<file path="src/verilog/oar_pkg.sv">
// constants, operand classes and register map of the operand address resolver
// assumes a single hclk domain and an AHB-Lite register port
package oar_pkg;

  // register byte offsets
  localparam logic [7:0] OAR_CTRL_OFF = 8'h00;
  localparam logic [7:0] OAR_OPND_OFF = 8'h04;
  localparam logic [7:0] OAR_PC_OFF = 8'h08;
  localparam logic [7:0] OAR_RESULT_OFF = 8'h0c;
  localparam logic [7:0] OAR_ACC_OFF = 8'h10;
  localparam logic [7:0] OAR_BITOP_OFF = 8'h14;

  // control register fields
  localparam int OAR_CTRL_BANKEN_BIT = 0;
  localparam int OAR_CTRL_BANKSEL_LSB = 4;
  localparam int OAR_CTRL_RBANKEN_BIT = 8;
  localparam int OAR_CTRL_RBANKSEL_LSB = 9;
  localparam int OAR_CTRL_VAR_LSB = 12;

  // operand register fields: class low, operand field above
  localparam int OAR_OPND_FIELD_LSB = 8;

  // result word fields
  localparam int OAR_RES_ERR_BIT = 31;
  localparam int OAR_RES_BANK_LSB = 16;

  // bank numbers
  localparam logic [3:0] OAR_BANK_LOW = 4'h0;
  localparam logic [3:0] OAR_BANK_HIGH = 4'hf;

  // program memory variants and limits
  localparam logic [1:0] OAR_VAR_2K = 2'h0;
  localparam logic [1:0] OAR_VAR_4K = 2'h1;
  localparam logic [1:0] OAR_VAR_8K = 2'h2;
  localparam logic [12:0] OAR_LIM_2K = 13'h07ff;
  localparam logic [12:0] OAR_LIM_4K = 13'h0fff;
  localparam logic [12:0] OAR_LIM_8K = 13'h1fff;

  // data memory windows, table entry range, port and interrupt-enable limits
  localparam logic [11:0] OAR_FMEM_LO0 = 12'hfb0;
  localparam logic [11:0] OAR_FMEM_HI0 = 12'hfbf;
  localparam logic [11:0] OAR_FMEM_LO1 = 12'hff0;
  localparam logic [11:0] OAR_PMEM_LO = 12'hfc0;
  localparam logic [7:0] OAR_TADDR_LO = 8'h20;
  localparam logic [7:0] OAR_TADDR_HI = 8'h7f;
  localparam logic [3:0] OAR_IE_COUNT = 4'h9;
  localparam logic [3:0] OAR_PORT_GAP = 4'h4;
  localparam logic [3:0] OAR_PORT_MAX = 4'h8;

  // reset values
  localparam logic [15:0] OAR_CTRL_RESET = 16'h1000;

  typedef enum logic [4:0] {
    OAR_C_REG = 5'b00000, OAR_C_NIBR = 5'b00001, OAR_C_RP = 5'b00010,
    OAR_C_RP1 = 5'b00011, OAR_C_RP2 = 5'b00100, OAR_C_RPX = 5'b00101,
    OAR_C_RPX1 = 5'b00110, OAR_C_RPA = 5'b00111, OAR_C_RPTR = 5'b01000,
    OAR_C_N4 = 5'b01001, OAR_C_N8 = 5'b01010, OAR_C_MEM = 5'b01011,
    OAR_C_BIT = 5'b01100, OAR_C_FMEM = 5'b01101, OAR_C_PMEM = 5'b01110,
    OAR_C_ADDR = 5'b01111, OAR_C_CADDR = 5'b10000, OAR_C_FADDR = 5'b10001,
    OAR_C_TADDR = 5'b10010, OAR_C_REL = 5'b10011, OAR_C_PORT = 5'b10100,
    OAR_C_IE = 5'b10101, OAR_C_RB = 5'b10110, OAR_C_MEMBANK = 5'b10111
  } oar_class_t;

  typedef enum logic [2:0] {
    OAR_B_LOAD = 3'b000, OAR_B_STORE = 3'b001, OAR_B_AND = 3'b010,
    OAR_B_OR = 3'b011, OAR_B_XOR = 3'b100, OAR_B_SET = 3'b101, OAR_B_CLR = 3'b110
  } oar_bitop_t;

endpackage

</file>
<file path="src/verilog/oar_resolver.sv">
// operand address resolver: operand decode, bank choice, branch target
// ranges and the accumulator/carry state, all behind an AHB-Lite slave
// assumes one slave on the bus (hreadyout is hready) and single word transfers
//
// Notes on behaviour
// - nibble selectors; restricted one excludes accumulator
// - pair selector classes, primed reach expanded pairs
// - pointer classes; restricted pointer only DE, DL
// - short immediates 4 bits, long 8 bits
// - direct address 8 bits, bit field 2
// - fast bit operand only FB0-FBF, FF0-FFF
// - L-indexed port bit only FC0-FFF
// - fast and port-bit operands force bank 15
// - DE and DL pointers always bank 0
// - absolute targets limited by program size variant
// - compact target 12 bits, keeps top bit on the 8K variant only
// - far call 11 bits, below 800H
// - table entry even, 20H to 7FH
// - relative reach -15..-1 or +2..+16
// - port and interrupt-enable operand sets
// - register bank 0-3, memory bank 0/15
// - A nibble accumulator, X:A wide accumulator
// - carry serves as bit accumulator
//
// Chosen here: the register addresses and the AHB-Lite interface to the registers.
`timescale 1ns/1ps
`default_nettype none

module oar_resolver
  import oar_pkg::*;
(
  input wire logic hclk,
  input wire logic hresetn,
  input wire logic hsel,
  input wire logic [31:0] haddr,
  input wire logic [1:0] htrans,
  input wire logic hwrite,
  input wire logic [2:0] hsize,
  input wire logic [31:0] hwdata,
  input wire logic hready,
  output logic [31:0] hrdata,
  output logic hreadyout,
  output logic hresp,
  output logic [3:0] effective_data_bank,
  output logic operand_error,
  output logic carry_bit_acc,
  output logic [7:0] wide_accumulator
);

  typedef struct packed {
    logic bank_enable_flag;
    logic [3:0] data_bank_select;
    logic regbank_enable_flag;
    logic [1:0] regbank_select;
    logic [1:0] variant;
    logic [4:0] opnd_class;
    logic [15:0] opnd_field;
    logic [12:0] pc;
    logic [3:0] acc_a;
    logic [3:0] acc_x;
    logic carry;
    logic wr_pend;
    logic rd_pend;
    logic [7:0] dp_addr;
    logic [31:0] rdata;
    logic ready;
    logic [3:0] bank_out;
    logic err_out;
    logic [7:0] wide_out;
  } oar_state_t;

  oar_state_t st_reg;
  oar_state_t st_next;

  ////////////////////////////////////////////////////////////////////////
  // operand decode: result is {err, bank, value}
  function automatic logic [31:0] oar_decode(
    input logic [4:0] cls,
    input logic [15:0] f,
    input logic [12:0] pc,
    input logic bank_en,
    input logic [3:0] bank_sel,
    input logic [1:0] vsel
  );
    logic ok;
    logic [3:0] bank;
    logic [15:0] val;
    logic [12:0] lim;
    logic [12:0] rel;
    logic [3:0] hl_bank;
    ok = 1'b1;
    bank = OAR_BANK_LOW;
    val = 16'h0000;
    lim = (vsel == OAR_VAR_2K) ? OAR_LIM_2K :
          (vsel == OAR_VAR_4K) ? OAR_LIM_4K : OAR_LIM_8K;
    // target wraps inside 13 bits; legality rests on the field alone
    rel = pc + {{7{f[5]}}, f[5:0]};
    hl_bank = bank_en ? bank_sel : OAR_BANK_LOW;
    case (cls)
      OAR_C_REG: begin
        val = {13'h0000, f[2:0]};
      end
      OAR_C_NIBR: begin
        val = {13'h0000, f[2:0]};
        ok = (f[2:0] != 3'h1);
      end
      OAR_C_RP: begin
        val = {14'h0000, f[1:0]};
      end
      OAR_C_RP1: begin
        val = {14'h0000, f[1:0]};
        ok = (f[1:0] != 2'h0);
      end
      OAR_C_RP2: begin
        val = {14'h0000, f[1:0]};
        ok = (f[1:0] == 2'h1) || (f[1:0] == 2'h2);
      end
      OAR_C_RPX: begin
        val = {13'h0000, f[2:0]};
      end
      OAR_C_RPX1: begin
        val = {13'h0000, f[2:0]};
        ok = (f[2:0] != 3'h0);
      end
      OAR_C_RPA: begin
        // 0 HL, 1 HL+, 2 HL-, 3 DE, 4 DL
        val = {13'h0000, f[2:0]};
        ok = (f[2:0] <= 3'h4);
        bank = (f[2:0] >= 3'h3) ? OAR_BANK_LOW : hl_bank;
      end
      OAR_C_RPTR: begin
        val = {13'h0000, f[2:0]};
        ok = (f[2:0] == 3'h3) || (f[2:0] == 3'h4);
        bank = OAR_BANK_LOW;
      end
      OAR_C_N4: begin
        val = {12'h000, f[3:0]};
      end
      OAR_C_N8: begin
        val = {8'h00, f[7:0]};
      end
      OAR_C_MEM: begin
        // disabled bank: low half maps to bank 0, high half to bank 15
        if (bank_en) begin
          bank = bank_sel;
        end else begin
          bank = f[7] ? OAR_BANK_HIGH : OAR_BANK_LOW;
        end
        val = {4'h0, bank, f[7:0]};
      end
      OAR_C_BIT: begin
        val = {14'h0000, f[1:0]};
      end
      OAR_C_FMEM: begin
        val = {4'h0, f[11:0]};
        ok = ((f[11:0] >= OAR_FMEM_LO0) && (f[11:0] <= OAR_FMEM_HI0)) ||
             (f[11:0] >= OAR_FMEM_LO1);
        bank = OAR_BANK_HIGH;
      end
      OAR_C_PMEM: begin
        val = {4'h0, f[11:0]};
        ok = (f[11:0] >= OAR_PMEM_LO);
        bank = OAR_BANK_HIGH;
      end
      OAR_C_ADDR: begin
        val = {3'h0, f[12:0]};
        ok = (f[12:0] <= lim) && (f[15:13] == 3'h0);
      end
      OAR_C_CADDR: begin
        // top program counter bit survives only on the largest variant
        val = {3'h0, (vsel == OAR_VAR_8K) ? pc[12] : 1'b0, f[11:0]};
        ok = (f[15:12] == 4'h0) && (val[12:0] <= lim);
      end
      OAR_C_FADDR: begin
        val = {5'h00, f[10:0]};
        ok = (f[15:11] == 5'h00);
      end
      OAR_C_TADDR: begin
        val = {8'h00, f[7:0]};
        ok = (f[7:0] >= OAR_TADDR_LO) && (f[7:0] <= OAR_TADDR_HI) &&
             !f[0] && (f[15:8] == 8'h00);
      end
      OAR_C_REL: begin
        val = {3'h0, rel};
        ok = ($signed(f[5:0]) >= -6'sd15 && $signed(f[5:0]) <= -6'sd1) ||
             ($signed(f[5:0]) >= 6'sd2 && $signed(f[5:0]) <= 6'sd16);
      end
      OAR_C_PORT: begin
        val = {12'h000, f[3:0]};
        ok = (f[3:0] <= OAR_PORT_MAX) && (f[3:0] != OAR_PORT_GAP);
      end
      OAR_C_IE: begin
        // 0 timer base, 1..3 timers, 4..6 ext 0-2, 7 ext 4, 8 serial
        val = {12'h000, f[3:0]};
        ok = (f[3:0] < OAR_IE_COUNT);
      end
      OAR_C_RB: begin
        val = {14'h0000, f[1:0]};
        ok = (f[15:2] == 14'h0000);
      end
      OAR_C_MEMBANK: begin
        val = {12'h000, f[3:0]};
        ok = (f[3:0] == OAR_BANK_LOW) || (f[3:0] == OAR_BANK_HIGH);
      end
      default: begin
        ok = 1'b0;
      end
    endcase
    oar_decode = {~ok, 11'h000, bank, val};
  endfunction

  ////////////////////////////////////////////////////////////////////////
  // next state
  always_comb begin
    logic [31:0] dec;
    logic [31:0] wd;
    logic [2:0] bop;
    logic [1:0] bsel;
    dec = 32'h0000_0000;
    wd = hwdata;
    bop = hwdata[2:0];
    bsel = hwdata[5:4];
    st_next = st_reg;
    dec = oar_decode(st_reg.opnd_class, st_reg.opnd_field, st_reg.pc,
                     st_reg.bank_enable_flag, st_reg.data_bank_select, st_reg.variant);

    // write data phase
    if (st_reg.wr_pend) begin
      case (st_reg.dp_addr)
        OAR_CTRL_OFF: begin
          st_next.bank_enable_flag = wd[OAR_CTRL_BANKEN_BIT];
          // only banks 0 and 15 exist for the select; other values are dropped
          if (wd[OAR_CTRL_BANKSEL_LSB +: 4] == OAR_BANK_LOW ||
              wd[OAR_CTRL_BANKSEL_LSB +: 4] == OAR_BANK_HIGH) begin
            st_next.data_bank_select = wd[OAR_CTRL_BANKSEL_LSB +: 4];
          end
          st_next.regbank_enable_flag = wd[OAR_CTRL_RBANKEN_BIT];
          st_next.regbank_select = wd[OAR_CTRL_RBANKSEL_LSB +: 2];
          if (wd[OAR_CTRL_VAR_LSB +: 2] != 2'h3) begin
            st_next.variant = wd[OAR_CTRL_VAR_LSB +: 2];
          end
        end
        OAR_OPND_OFF: begin
          st_next.opnd_class = wd[4:0];
          st_next.opnd_field = wd[OAR_OPND_FIELD_LSB +: 16];
        end
        OAR_PC_OFF: begin
          st_next.pc = wd[12:0];
        end
        OAR_ACC_OFF: begin
          st_next.acc_a = wd[3:0];
          st_next.acc_x = wd[7:4];
          st_next.carry = wd[8];
        end
        OAR_BITOP_OFF: begin
          case (bop)
            OAR_B_LOAD: begin
              st_next.carry = st_reg.acc_a[bsel];
            end
            OAR_B_STORE: begin
              st_next.acc_a[bsel] = st_reg.carry;
            end
            OAR_B_AND: begin
              st_next.carry = st_reg.carry & st_reg.acc_a[bsel];
            end
            OAR_B_OR: begin
              st_next.carry = st_reg.carry | st_reg.acc_a[bsel];
            end
            OAR_B_XOR: begin
              st_next.carry = st_reg.carry ^ st_reg.acc_a[bsel];
            end
            OAR_B_SET: begin
              st_next.carry = 1'b1;
            end
            OAR_B_CLR: begin
              st_next.carry = 1'b0;
            end
            default: begin
              st_next.carry = st_reg.carry;
            end
          endcase
        end
        default: begin
          st_next.carry = st_reg.carry;
        end
      endcase
    end

    // read data phase: one wait state so a just-written value is seen
    st_next.ready = 1'b1;
    if (st_reg.rd_pend) begin
      case (st_reg.dp_addr)
        OAR_CTRL_OFF: st_next.rdata = {16'h0000, 2'h0, st_reg.variant, 1'b0,
                                       st_reg.regbank_select, st_reg.regbank_enable_flag,
                                       st_reg.data_bank_select, 3'h0,
                                       st_reg.bank_enable_flag};
        OAR_OPND_OFF: st_next.rdata = {8'h00, st_reg.opnd_field, 3'h0, st_reg.opnd_class};
        OAR_PC_OFF: st_next.rdata = {19'h00000, st_reg.pc};
        OAR_RESULT_OFF: st_next.rdata = dec;
        OAR_ACC_OFF: st_next.rdata = {23'h000000, st_reg.carry, st_reg.acc_x, st_reg.acc_a};
        default: st_next.rdata = 32'h0000_0000;
      endcase
    end

    // address phase
    // hready low in a read wait state keeps a second request out
    st_next.wr_pend = 1'b0;
    st_next.rd_pend = 1'b0;
    if (hready && hsel && htrans[1]) begin
      st_next.dp_addr = haddr[7:0];
      st_next.wr_pend = hwrite;
      st_next.rd_pend = !hwrite;
      st_next.ready = hwrite;
    end

    // decode outputs lag the operand write by one edge, like a RESULT read
    st_next.bank_out = dec[OAR_RES_BANK_LSB +: 4];
    st_next.err_out = dec[OAR_RES_ERR_BIT];
    st_next.wide_out = {st_next.acc_x, st_next.acc_a};
  end

  ////////////////////////////////////////////////////////////////////////
  always_ff @(posedge hclk or negedge hresetn) begin
    if (!hresetn) begin
      st_reg <= '0;
      st_reg.bank_enable_flag <= OAR_CTRL_RESET[OAR_CTRL_BANKEN_BIT];
      st_reg.variant <= OAR_CTRL_RESET[OAR_CTRL_VAR_LSB +: 2];
      st_reg.ready <= 1'b1;
    end else begin
      st_reg <= st_next;
    end
  end

  // ports other than hresp (tied to 0) are plain register fields: no logic between flop and pin
  assign hrdata = st_reg.rdata;
  assign hreadyout = st_reg.ready;
  assign hresp = 1'b0;
  assign effective_data_bank = st_reg.bank_out;
  assign operand_error = st_reg.err_out;
  assign carry_bit_acc = st_reg.carry;
  assign wide_accumulator = st_reg.wide_out;

endmodule

`default_nettype wire
</file>
<file path="config.mk">
export PLATFORM = sky130hd
export DESIGN_NAME = oar_resolver
export DESIGN_NICKNAME = d
export VERILOG_FILES = /design/src/verilog/oar_pkg.sv /design/src/verilog/oar_resolver.sv
export SDC_FILE = /design/constraint.sdc
export NUM_CORES = 1
export LEC_CHECK = 0
export ABC_CLOCK_PERIOD_IN_PS = 6900
export BUFFER_PORTS_ARGS = -buffer_cell sky130_fd_sc_hd__clkbuf_2
export CAP_MARGIN = 15
export CORE_ASPECT_RATIO = 1.2
export CORE_MARGIN = 1.5
export CORE_UTILIZATION = 60
export DETAILED_ROUTE_END_ITERATION = 8
export GPL_TIMING_DRIVEN = 0
export PLACE_DENSITY_LB_ADDON = 0.25
export SYNTH_ARGS = -nofsm -noshare
export SYNTH_HDL_FRONTEND = slang
export SYNTH_SLANG_ARGS = --single-unit
</file>
<file path="constraint.sdc">
create_clock -name hclk -period 6.9 [get_ports hclk]
set_input_delay 0.345 -clock hclk [delete_from_list [all_inputs] [get_ports hclk]]
set_output_delay 0.345 -clock hclk [all_outputs]
set_load 0.02 [all_outputs]
</file>
==> results by group, run 1 <==
Worst setup path
  • CP startpoint kind: flip-flop
  • Max FO, Critical Path: 8
  • Worst-path cell with the longest stage delay: or4_4
  • Critical path required time: roughly 7.2 ns
  • Largest stage delay on the critical path: 0.55 ns
  • CP cell instances: or4_4 > or3_2 > clkbuf_1 > or2_2 > clkbuf_1 > nor2_2 > nand2_1 > o21ai_0
  • Type of the worst setup path: reg2reg
  • WP data arrival: roughly 3.5 ns
  • CP dominant cell by count: clkbuf_1
  • CP top delay family: simple AND/OR/NAND/NOR gates
  • Crit. End Element: flip-flop
  • Worst Path Buf+Inv: 2

Logic synthesis
  • Sequential share of the synthesized area: between 30% and 40%
  • Avg Inst Size Synth: 9.63 µm²
  • Total of warnings raised by yosys: 0
  • Biggest area consumer among synthesized cells: dfrtp_1
  • Synthesized netlist cell count: 626
  • Post-Synthesis Cell Area: approximately 6000 µm²
  • Number of flops mapped to enable cells by yosys: 0
  • Area share of the largest cell type after synthesis: 38.2%
  • Cells taking the most area after synthesis: dfrtp_1, mux2_2, buf_4
  • Number of distinct standard cells referenced by the synthesized netlist: 65
  • Async SR Flop Fraction: 100%
  • Synth Register Bits: 94
  • Most instantiated flip-flop cell in the synthesis netlist: dfrtp_1

Timing
  • Fmax: 305 MHz
  • Worst slew margin relative to its limit: roughly 51%
  • RSZ-0062 raised after global routing: false
  • Final-report setup violation count: 0
  • Tmin final: 3.28 ns
  • Final worst path period share: 47.5%
  • Final hold vios: 0
  • Worst clock skew on the final layout: 0.0116 ns
  • Final Max Tran Viols: 0
  • Slew at the pin closest to its max-slew limit: 0.734 ns
  • Final sum of negative setup slack: 0 ns

Clock network
  • TritonCTS Buffers: 9
  • Post-CTS Setup Repair Bufs: 0
  • TritonCTS Sinks: 94
  • Clock-pin slew of the registers on the worst-case setup and hold paths: 0.07 ns
  • Max Root-Sink Buffers: 2
  • Clock tree root buffer cell: clkbuf_16
  • CTS H-Tree Depth: 3
  • Clk_lat worst skew: 0.36 ns
  • CTS tree: done

Routing
  • Mean number of vias per cell: 6.23
  • Drt initial violations: 518
  • Pre-Repair DR Iteration Count: 5
  • Routed WL: between 15000 and 20000 µm
  • Count of antenna-violating nets left after detailed routing: 0
  • Mean routed wirelength per cell: 19.6 µm
  • Via Count: between 5000 and 6000
  • DRC viols: 0

Floorplanning
  • Num rows: 39
  • Die ar.: 10700 µm²
  • Io pins: 122
  • Core box area: 9660 µm²
  • Vert. Die Dim: 113 µm
  • Effective utilization at floorplan: 62.4%
  • Horizontal die dimension: roughly 94 µm

GRT
  • Leftover overflow at the end of global routing: 0
  • First-pass GRT wire length: 26600 µm
  • Antenna violations before repair: 0
  • Maximum number of pins on one net before global-route repair: 68
  • All-layer global routing usage: between 30% and 40%
  • Number of global-route vias before repair: 5119

Placement
  • Placer's final routability congestion estimate: 0.988
  • HPWL Detailed: 12600 µm
  • PortBufs: 73
  • Cell area reported after detailed placement: 6600 µm²

Pwr
  • Peak supply drop: 0.000130 V
  • Total power divided by cell area: 204 nW/µm²
  • Static leakage: 3.15 nW

Cells and area
  • Area growth from synthesis to final layout: 14.3%
  • Most frequent cells in the layout: dfrtp_1, clkbuf_2, mux2_2
  • Commonest non-fill, non-tap cell in the layout: dfrtp_1
  • Final design instance area without fill: between 6000 and 7000 µm²
  • Number of inserted diodes: 0
  • Multi-input gate area: 3130 µm²
  • Net count, final: ~810
  • Area of all sequential standard cells: 2350 µm²
  • Max reg flops: 55
  • Total of fill cells in the finished design: slightly below 800
  • Proportion of layout cells with a drive suffix above 1: between 20% and 30%

Run
  • Number of max-cap violations: 0

Worst hold path
  • Classification of the worst-slack hold path: in2reg

Run status
  • Run status: completed
## tightest hold or removal path, cell delays in order
cell	delay, ns
clkbuf_2	0.08
inv_1	0.06
nor2_1	0.04
## through the flow
step           hold WS (ns)  setup WS [ns]  cells  total power [mW]  utilization (%)
3_5_place_dp          0.330           3.73    830             0.940             68.3
4_1_cts               0.206           3.71    847              1.40             71.3
6_report              0.199           3.62    847              1.41             71.3
2_1_floorplan        0.0494           4.17    633             0.840                -
5_1_grt               0.218           3.55    847              1.46             71.3
3_3_place_gp          0.469           3.78    829             0.928             68.0
## where the power goes
group          internal, mW  switching (mW)  total, mW
Clock                 0.247           0.220      0.467
Combinational         0.130           0.183      0.314
Sequential            0.587          0.0376      0.625
Total                 0.964           0.441       1.41
## logic make-up after synthesis
logic type	Yosys count	synth area share [%]
AOI/OAI and AO/OA	167	19.2
adders and majority gates	21	4.49
muxes	63	11.7
buffers and inverters	101	9.41
and+or+nand+nor	167	14.3
other	1	0.0622
xor gates and xnor gates	12	1.74
DFF	94	39.1
## cell usage after synthesis (all sizes together) (4+ instances only)
master	n
a21oi	26
o211ai	7
or4	4
nor3	12
a22o	10
o2bb2ai	8
or3	5
a21boi	4
nor2	35
mux2i	13
nor2b	10
ha	20
buf	55
a221o	6
and3	10
o21bai	4
a22oi	15
clkbuf	28
nand2	43
inv	18
xor2	8
dfrtp	92
xnor2	4
nand4	4
nand3	14
o21a	4
nand2b	8
mux2	49
a31oi	8
a21o	9
o21ai	33
o22ai	7
a211oi	5
or2	5
## per-layer routing
layer	up-vias	GRT usage [%]	part of all wire [%]
li1	2437	-	-
met1	2533	42.3	40
met2	266	55.6	50
met3	43	3.90	7.7
met4	0	12.9	3.1
met5	-	0	0
## what timing repair did
item	CTS	global route
endpoints found under the hold margin	26	0
hold buffers	1	0
resized for setup	0	0
## final cells by class
type | instances | share of cell area (%)
clock buffers | 10 | 3.32
flip-flops and latches | 94 | 34.2
repair buffers | 75 | 5.89
well taps | 123 | 2.23
inverters | 18 | 0.981
multi-input cells | 438 | 45.5
plain buffers | 83 | 7.25
clock inverters | 6 | 0.672
## final timing paths
| kind | slack (ns) | cells past startpoint | from | endpoint |
|---|---|---|---|---|
| setup / recovery | 3.62 | 8 | st_reg[51] | hrdata[7] |
| hold reg to reg | 0.49 | 1 | hrdata[22] | hrdata[22] |
| hold / removal | 0.20 | 3 | hwrite | st_reg[55] |
| min in group asynchronous | 0.49 | 2 | hresetn | st_reg[91] |
| max in group asynchronous | 5.73 | 3 | hresetn | st_reg[99] |
| setup reg to reg | 3.62 | 8 | st_reg[51] | hrdata[7] |
Power figures use the tool's default switching activity.
==> inputs of run 2 (changes only) <==
- ABC_AREA: unset -> 1
- ABC_CLOCK_PERIOD_IN_PS: 6900 -> 3100
- CORE_UTILIZATION: 60 -> 57
- clock period: 6.9 -> 3.1 ns (I/O delays scaled with it)
==> run 2 against run 1 <==
Effect of this change: first-iteration DRC count is 6.0% lower; synthesized cell count grew 43%; flip-flop and latch count unchanged; critical path depth grew 3; critical endpoint is now hrdata[4]; largest cell class unchanged; highest routed layer unchanged.
==> results by group, run 2 <==
Logic synthesis
  • Area share of the largest cell type after synthesis: 36.0% (was 38.2%)
  • Avg Inst Size Synth: 7.15 µm² (was 9.63 µm²)
  • Most common library cells after synthesis: nand2_1, inv_1, dfrtp_1, nor2_1, o21ai_0 (was dfrtp_1, mux2_2, buf_4, nand2_1, nor2_1)
  • Number of flops mapped to enable cells by yosys: 0 (unchanged)
  • Most instantiated flip-flop cell in the synthesis netlist: dfrtp_1 (unchanged)
  • Cells taking the most area after synthesis: dfrtp_1, nand2_1, buf_4 (was dfrtp_1, mux2_2, buf_4)
  • Synthesized netlist cell count: 894 (was 626)
  • Synth Register Bits: 94 (unchanged)
  • Async SR Flop Fraction: 100% (unchanged)
  • Biggest area consumer among synthesized cells: dfrtp_1 (unchanged)
  • Number of distinct standard cells referenced by the synthesized netlist: 42 (was 65)
  • Sequential share of the synthesized area: 36.8% (was 39.1%)
  • Post-Synthesis Cell Area: 6390 µm² (was 6030 µm²)
  • Most repeated cell in the gate-level netlist after synthesis: nand2_1 (was dfrtp_1)
  • Total of warnings raised by yosys: 0 (unchanged)

Timing
  • Final worst path period share: 74.8% (was 47.5%)
  • Slew at the pin closest to its max-slew limit: 0.650 ns (was 0.734 ns)
  • Tmin final: 2.32 ns (was 3.28 ns)
  • Final sum of negative setup slack: 0 ns (unchanged)
  • Worst clock skew on the final layout: 0.00716 ns (was 0.0116 ns)
  • Final hold vios: 0 (unchanged)
  • Worst hold margin: 0.0302 ns (was 0.199 ns)
  • Worst slew margin relative to its limit: 56.7% (was 51.0%)
  • Final-report setup violation count: 0 (unchanged)
  • Final Max Tran Viols: 0 (unchanged)
  • Fmax: 431 MHz (was 305 MHz)
  • RSZ-0062 raised after global routing: false (unchanged)

Worst setup path
  • CP cell instances: ha_1 > fa_1 > nand3_1 > nand3_1 > or2_2 > nand3_1 > o21ai_0 > nand2_2 > nand2_1 > nand2_1 > nand2_1 (was or4_4 > or3_2 > clkbuf_1 > or2_2 > clkbuf_1 > nor2_2 > nand2_1 > o21ai_0)
  • Max FO, Critical Path: 7 (was 8)
  • Worst-path cell with the longest stage delay: dfrtp_1 (was or4_4)
  • Number of cells on the worst reg-to-reg path: 11 (was 8)
  • WP data arrival: 2.56 ns (was 3.53 ns)
  • Largest stage delay on the critical path: 0.47 ns (was 0.55 ns)
  • CP startpoint kind: flip-flop (unchanged)
  • Slack of the worst reg-to-reg path: 0.78 ns (was 3.62 ns)
  • Crit. End Element: flip-flop (unchanged)
  • Type of the worst setup path: reg2reg (unchanged)
  • Critical path required time: 3.34 ns (was 7.15 ns)

Routing
  • DRC viols: 0 (unchanged)
  • Wire length on met2: 8060 µm (was 8240 µm)
  • Routed WL: 17100 µm (was 16600 µm)
  • M1 WL: 7520 µm (was 6590 µm)
  • Mean number of vias per cell: 5.39 (was 6.23)
  • Mean routed wirelength per cell: 15.2 µm (was 19.6 µm)
  • Count of antenna-violating nets left after detailed routing: 0 (unchanged)
  • Drt initial violations: 487 (was 518)
  • Uppermost signal routing layer after detailed routing: met4 (unchanged)
  • Routed length on met3: 882 µm (was 1290 µm)
  • Pre-Repair DR Iteration Count: 5 (unchanged)
  • Via Count: 6085 (was 5279)

Clock network
  • Max Root-Sink Buffers: 2 (unchanged)
  • TritonCTS Buffers: 9 (unchanged)
  • Number of buffers inserted for hold repair after clock tree synthesis: 2 (was 1)
  • CTS H-Tree Depth: 3 (unchanged)
  • Post-CTS Setup Repair Bufs: 0 (unchanged)
  • TritonCTS Sinks: 94 (unchanged)
  • CTS tree: done (unchanged)
  • Clk_lat worst skew: 0.35 ns (was 0.36 ns)
  • Clock-pin slew of the registers on the worst-case setup and hold paths: 0.07 ns (about the same)
  • Clock tree root buffer cell: clkbuf_16 (unchanged)
  • Post-cts resize count: 0 (unchanged)

Worst hold path
  • Hold path cells: 2 (was 3)
  • Classification of the worst-slack hold path: in2reg (unchanged)

Pwr
  • Static leakage: 4.06 nW (was 3.15 nW)
  • Part of the power in registers: 45.7% (was 44.5%)
  • Total power divided by cell area: 392 nW/µm² (was 204 nW/µm²)
  • Peak supply drop: 0.000256 V (was 0.000130 V)
  • Sw Pwr: 0.762 mW (was 0.441 mW)
  • Fraction of power spent switching nets: 26.5% (was 31.4%)
  • Internal cell power: 2.12 mW (was 0.964 mW)
  • Share of total power in the clock network: 42.5% (was 33.2%)
  • Share of power burned in combinational logic: 11.8% (was 22.3%)

Floorplanning
  • Effective utilization at floorplan: 58.2% (was 62.4%)
  • Num rows: 42 (was 39)
  • Horizontal die dimension: 99.7 µm (was 94.5 µm)
  • Core box area: 11000 µm² (was 9660 µm²)
  • Io pins: 122 (unchanged)
  • Die ar.: 11900 µm² (was 10700 µm²)
  • Vert. Die Dim: 119 µm (was 113 µm)

Cells and area
  • Number of inserted diodes: 0 (unchanged)
  • Total of fill cells in the finished design: 1015 (was 774)
  • Net count, final: 1087 (was 814)
  • Non-Filler Instances: 1129 (was 847)
  • Max reg flops: 55 (unchanged)
  • Commonest non-fill, non-tap cell in the layout: nand2_1 (was dfrtp_1)
  • Area growth from synthesis to final layout: 14.9% (was 14.3%)
  • Most frequent cells in the layout: nand2_1, inv_1, dfrtp_1 (was dfrtp_1, clkbuf_2, mux2_2)
  • Proportion of layout cells with a drive suffix above 1: 20.6% (was 28.6%)
  • Final design instance area without fill: 7350 µm² (was 6890 µm²)

Placement
  • PortBufs: 77 (was 73)
  • HPWL Detailed: 13400 µm (was 12600 µm)
  • Placed cells: 1111 (was 830)
  • Cell area reported after detailed placement: 7000 µm² (was 6600 µm²)
  • Placer's final routability congestion estimate: 0.976 (was 0.988)

Run
  • Number of max-cap violations: 0 (unchanged)

GRT
  • Number of global-route vias before repair: 5694 (was 5119)
  • First-pass GRT wire length: 27700 µm (was 26600 µm)
  • Maximum number of pins on one net before global-route repair: 51 (was 68)
  • Leftover overflow at the end of global routing: 0 (unchanged)
  • All-layer global routing usage: 30.0% (was 32.7%)
  • Antenna violations before repair: 0 (unchanged)

Run status
  • Run status: completed (unchanged)
-- run 2: cell families after synthesis --
family          Yosys count  share of synthesized area (%)
fa+ha+maj                21                           4.23
flops                    94                           36.8
compound gates          144                           12.6
mux                       9                           1.59
simple gates            455                           31.0
xor+xnor                  1                          0.137
buf+inv                 169                           13.5
other cells               1                         0.0587
-- run 2: cell type report --
type / instances / area, µm² / area share [%]
Inverter: 104 / 390 / 5.31
Sequential cell: 94 / 2350 / 32.1
Clock buffer: 9 / 225 / 3.07
Multi-Input combinational cell: 638 / 3200 / 43.5
Timing Repair Buffer: 80 / 435 / 5.93
Clock inverter: 7 / 101 / 1.38
Tap cell: 132 / 165 / 2.25
Buffer: 65 / 475 / 6.47
-- run 2: path summary, 6_finish.rpt --
check / start / to
setup / recovery: st_reg[78] / hrdata[4]
hold / removal: hwdata[22] / st_reg[92]
setup reg to reg: st_reg[78] / hrdata[4]
hold reg to reg: hrdata[4] / hrdata[4]
max in group asynchronous: hresetn / st_reg[99]
min in group asynchronous: hresetn / wide_accumulator[6]
-- run 2: worst max-delay path: cells and delay by family (launching register included) --
family / cells / cell delay, ns
simple gates: 8 / 0.91
compound gates: 1 / 0.09
flops: 1 / 0.47
fa+ha+maj: 2 / 0.74
-- run 2: power groups by stage --
stage	Clock (mW)	Sequential (mW)	Combinational (mW)
finish	1.22	1.32	0.339
global route	1.28	1.32	0.383
CTS	1.23	1.31	0.340
detailed placement	0	1.34	0.336
global placement	0	1.34	0.327
floorplan	0	1.33	0.223
-- run 2: layer usage --
layer	GRT usage, %	vias to the layer above
met2	49.1	216
met1	39.0	2772
li1	-	3043
met3	4.28	54
met5	0	-
met4	13.8	0
-- run 2: stage by stage --
| step | util, % | total power [mW] | setup slack, ns |
|---|---|---|---|
| floorplan | - | 1.55 | 1.09 |
| global placement | 63.5 | 1.66 | 0.714 |
| detailed placement | 63.7 | 1.67 | 0.830 |
| CTS | 66.9 | 2.89 | 0.803 |
| global route | 66.9 | 2.98 | 0.623 |
| finish | 66.9 | 2.88 | 0.780 |
==> inputs of run 3 (changes only) <==
- ABC_CLOCK_PERIOD_IN_PS: 3100 -> 2400
- clock period: 3.1 -> 2.4 ns (I/O delays scaled with it)
==> run 3 against run 2 <==
Effect of this change: global-route usage up 0.17 points; power up 29%; clock-buffer cell count is the same; core utilization up 0.30 points; largest power group unchanged; combinational power increased by 31%.
==> results by group, run 3 (synthesis results as in run 2) <==
Cells and area
  • Most frequent cells in the layout: nand2_1, inv_1, dfrtp_1 (unchanged)
  • Area growth from synthesis to final layout: 15.4% (was 14.9%)
  • Multi-input gate area: 3200 µm² (about the same)
  • Number of inserted diodes: 0 (unchanged)
  • Proportion of layout cells with a drive suffix above 1: 20.6% (about the same)
  • Total of fill cells in the finished design: 1010 (was 1015)
  • Area of all sequential standard cells: 2350 µm² (unchanged)
  • Non-Filler Instances: 1132 (was 1129)
  • Commonest non-fill, non-tap cell in the layout: nand2_1 (unchanged)
  • Max reg flops: 55 (unchanged)
  • Net count, final: 1090 (was 1087)
  • Final design instance area without fill: 7380 µm² (was 7350 µm²)

Run
  • Number of max-cap violations: 0 (unchanged)

Clock network
  • Clock tree root buffer cell: clkbuf_16 (unchanged)
  • Clk_lat worst skew: 0.35 ns (about the same)
  • Post-CTS Setup Repair Bufs: 0 (unchanged)
  • TritonCTS Buffers: 9 (unchanged)
  • TritonCTS Sinks: 94 (unchanged)
  • CTS H-Tree Depth: 3 (unchanged)
  • Clock-pin slew of the registers on the worst-case setup and hold paths: 0.07 ns (about the same)
  • Max Root-Sink Buffers: 2 (unchanged)
  • CTS tree: done (unchanged)

Worst setup path
  • WP data arrival: 2.49 ns (was 2.56 ns)
  • Critical path required time: 2.64 ns (was 3.34 ns)
  • CP startpoint kind: flip-flop (unchanged)
  • Worst-path cell with the longest stage delay: dfrtp_1 (unchanged)
  • Reg-to-reg endpoint: hrdata[4] (unchanged)
  • Largest stage delay on the critical path: 0.46 ns (was 0.47 ns)
  • Slack of the worst reg-to-reg path: 0.15 ns (was 0.78 ns)
  • Source of the worst register-to-register timing path: st_reg[78] (unchanged)
  • Type of the worst setup path: reg2reg (unchanged)
  • Crit. End Element: flip-flop (unchanged)
  • Max FO, Critical Path: 7 (unchanged)
  • CP cell instances: ha_1 > fa_2 > nand3_1 > nand3_1 > or2_2 > nand3_1 > o21ai_0 > nand2_2 > nand2_1 > nand2_1 > nand2_1 (was ha_1 > fa_1 > nand3_1 > nand3_1 > or2_2 > nand3_1 > o21ai_0 > nand2_2 > nand2_1 > nand2_1 > nand2_1)
  • Number of cells on the worst reg-to-reg path: 11 (unchanged)

Timing
  • Worst clock skew on the final layout: 0.00729 ns (was 0.00716 ns)
  • Slew at the pin closest to its max-slew limit: 0.653 ns (was 0.650 ns)
  • Final Max Tran Viols: 0 (unchanged)
  • Final-report setup violation count: 0 (unchanged)
  • Final worst path period share: 93.6% (was 74.8%)
  • RSZ-0062 raised after global routing: false (unchanged)
  • Worst slew margin relative to its limit: 56.4% (was 56.7%)
  • Final sum of negative setup slack: 0 ns (unchanged)
  • Tmin final: 2.25 ns (was 2.32 ns)
  • Final hold vios: 0 (unchanged)
  • Fmax: 445 MHz (was 431 MHz)

Worst hold path
  • Hold path startpoint: hwdata[21] (was hwdata[22])
  • Classification of the worst-slack hold path: in2reg (unchanged)
  • Hold path cells: 2 (unchanged)
  • Endpoint with the worst hold slack: st_reg[91] (was st_reg[92])

Routing
  • Mean routed wirelength per cell: 15.2 µm (about the same)
  • Mean number of vias per cell: 5.41 (was 5.39)
  • Count of antenna-violating nets left after detailed routing: 0 (unchanged)
  • DRC viols: 0 (unchanged)
  • Via Count: 6121 (was 6085)
  • Routed WL: 17200 µm (was 17100 µm)
  • Drt initial violations: 511 (was 487)
  • Pre-Repair DR Iteration Count: 5 (unchanged)

Floorplanning
  • Io pins: 122 (unchanged)
  • Vert. Die Dim: 119 µm (unchanged)
  • Effective utilization at floorplan: 58.2% (unchanged)
  • Num rows: 42 (unchanged)
  • Core box area: 11000 µm² (unchanged)
  • Die ar.: 11900 µm² (unchanged)
  • Horizontal die dimension: 99.7 µm (unchanged)

Pwr
  • Part of the power in registers: 45.6% (was 45.7%)
  • Overall power of the completed layout: 3.72 mW (was 2.88 mW)
  • Fraction of power spent switching nets: 26.5% (about the same)
  • Share of power burned in combinational logic: 11.9% (was 11.8%)
  • Total power divided by cell area: 504 nW/µm² (was 392 nW/µm²)
  • Peak supply drop: 0.000331 V (was 0.000256 V)
  • Internal cell power: 2.74 mW (was 2.12 mW)
  • Sw Pwr: 0.986 mW (was 0.762 mW)
  • Static leakage: 4.07 nW (was 4.06 nW)
  • Share of total power in the clock network: 42.5% (about the same)

Placement
  • Placed cells: 1111 (unchanged)
  • Placer's final routability congestion estimate: 0.976 (unchanged)
  • HPWL Detailed: 13400 µm (unchanged)
  • PortBufs: 77 (unchanged)
  • Cell area reported after detailed placement: 7000 µm² (unchanged)

GRT
  • Antenna violations before repair: 0 (unchanged)
  • Number of global-route vias before repair: 5713 (was 5694)
  • Maximum number of pins on one net before global-route repair: 51 (unchanged)
  • All-layer global routing usage: 30.1% (was 30.0%)
  • First-pass GRT wire length: 27800 µm (was 27700 µm)
  • Leftover overflow at the end of global routing: 0 (unchanged)

Run status
  • Run status: completed (unchanged)
==> run 3: changes by cell type in the layout (fill, tap and decap cells not counted), sizes merged <==
| cell | delta |
|---|---|
| dlygate4sd3 | +3 |
==> run 3: worst max-delay path by stage <==
stage,endpoint,cells past startpoint,from
6_report,hrdata[4],11,st_reg[78]
5_1_grt,hrdata[8],13,st_reg[78]
4_1_cts,hrdata[4],11,st_reg[78]
3_5_place_dp,hrdata[4],11,st_reg[78]
3_3_place_gp,hrdata[22],1,hresetn
2_1_floorplan,hrdata[4],11,st_reg[78]
==> run 3: layout make-up <==
class	count	share of cell area [%]
Sequential cell	94	31.9
Buffer	65	6.44
Inverter	104	5.29
Multi-Input combinational cell	638	43.4
Tap cell	132	2.24
Timing Repair Buffer	83	6.31
Clock buffer	9	3.05
Clock inverter	7	1.37
==> run 3: per-stage QoR <==
step	hold WS (ns)	util [%]	setup slack [ns]
after floorplan	-0.176	-	0.386
after global placement	0.312	63.5	0.0485
after detailed placement	0.210	63.7	0.130
after CTS	0.00119	67.2	0.103
after global routing	0.00557	67.2	0.00512
final	0.00589	67.2	0.153
==> run 3: timing repair <==
action                                 CTS  global route
hold buffers                             5             0
resized for setup                        0             1
endpoints found under the hold margin   49             0
setup endpoints to repair                0             2
==> run 3: worst max-delay path, delay by kind of cell, from the launching register on <==
family,cells,cell delay [ns]
DFF,1,0.46
AOI/OAI and AO/OA,1,0.09
adders and majority gates,2,0.70
and+or+nand+nor,8,0.89
==> run 3: metal layers <==
metal / global-route usage [%] / up-vias / routed length, µm
met2: 49.5 / 242 / 8080
li1: - / 3051 / -
met5: 0 / - / 0
met1: 39.2 / 2770 / 7470
met4: 13.8 / 0 / 681
met3: 4.28 / 58 / 980
==> run 3: power by group through the flow <==
stage | registers (mW) | logic, mW | clock network (mW)
4_1_cts | 1.70 | 0.443 | 1.59
3_5_place_dp | 1.73 | 0.434 | 0
3_3_place_gp | 1.73 | 0.422 | 0
6_report | 1.70 | 0.443 | 1.58
2_1_floorplan | 1.71 | 0.289 | 0
5_1_grt | 1.70 | 0.500 | 1.65
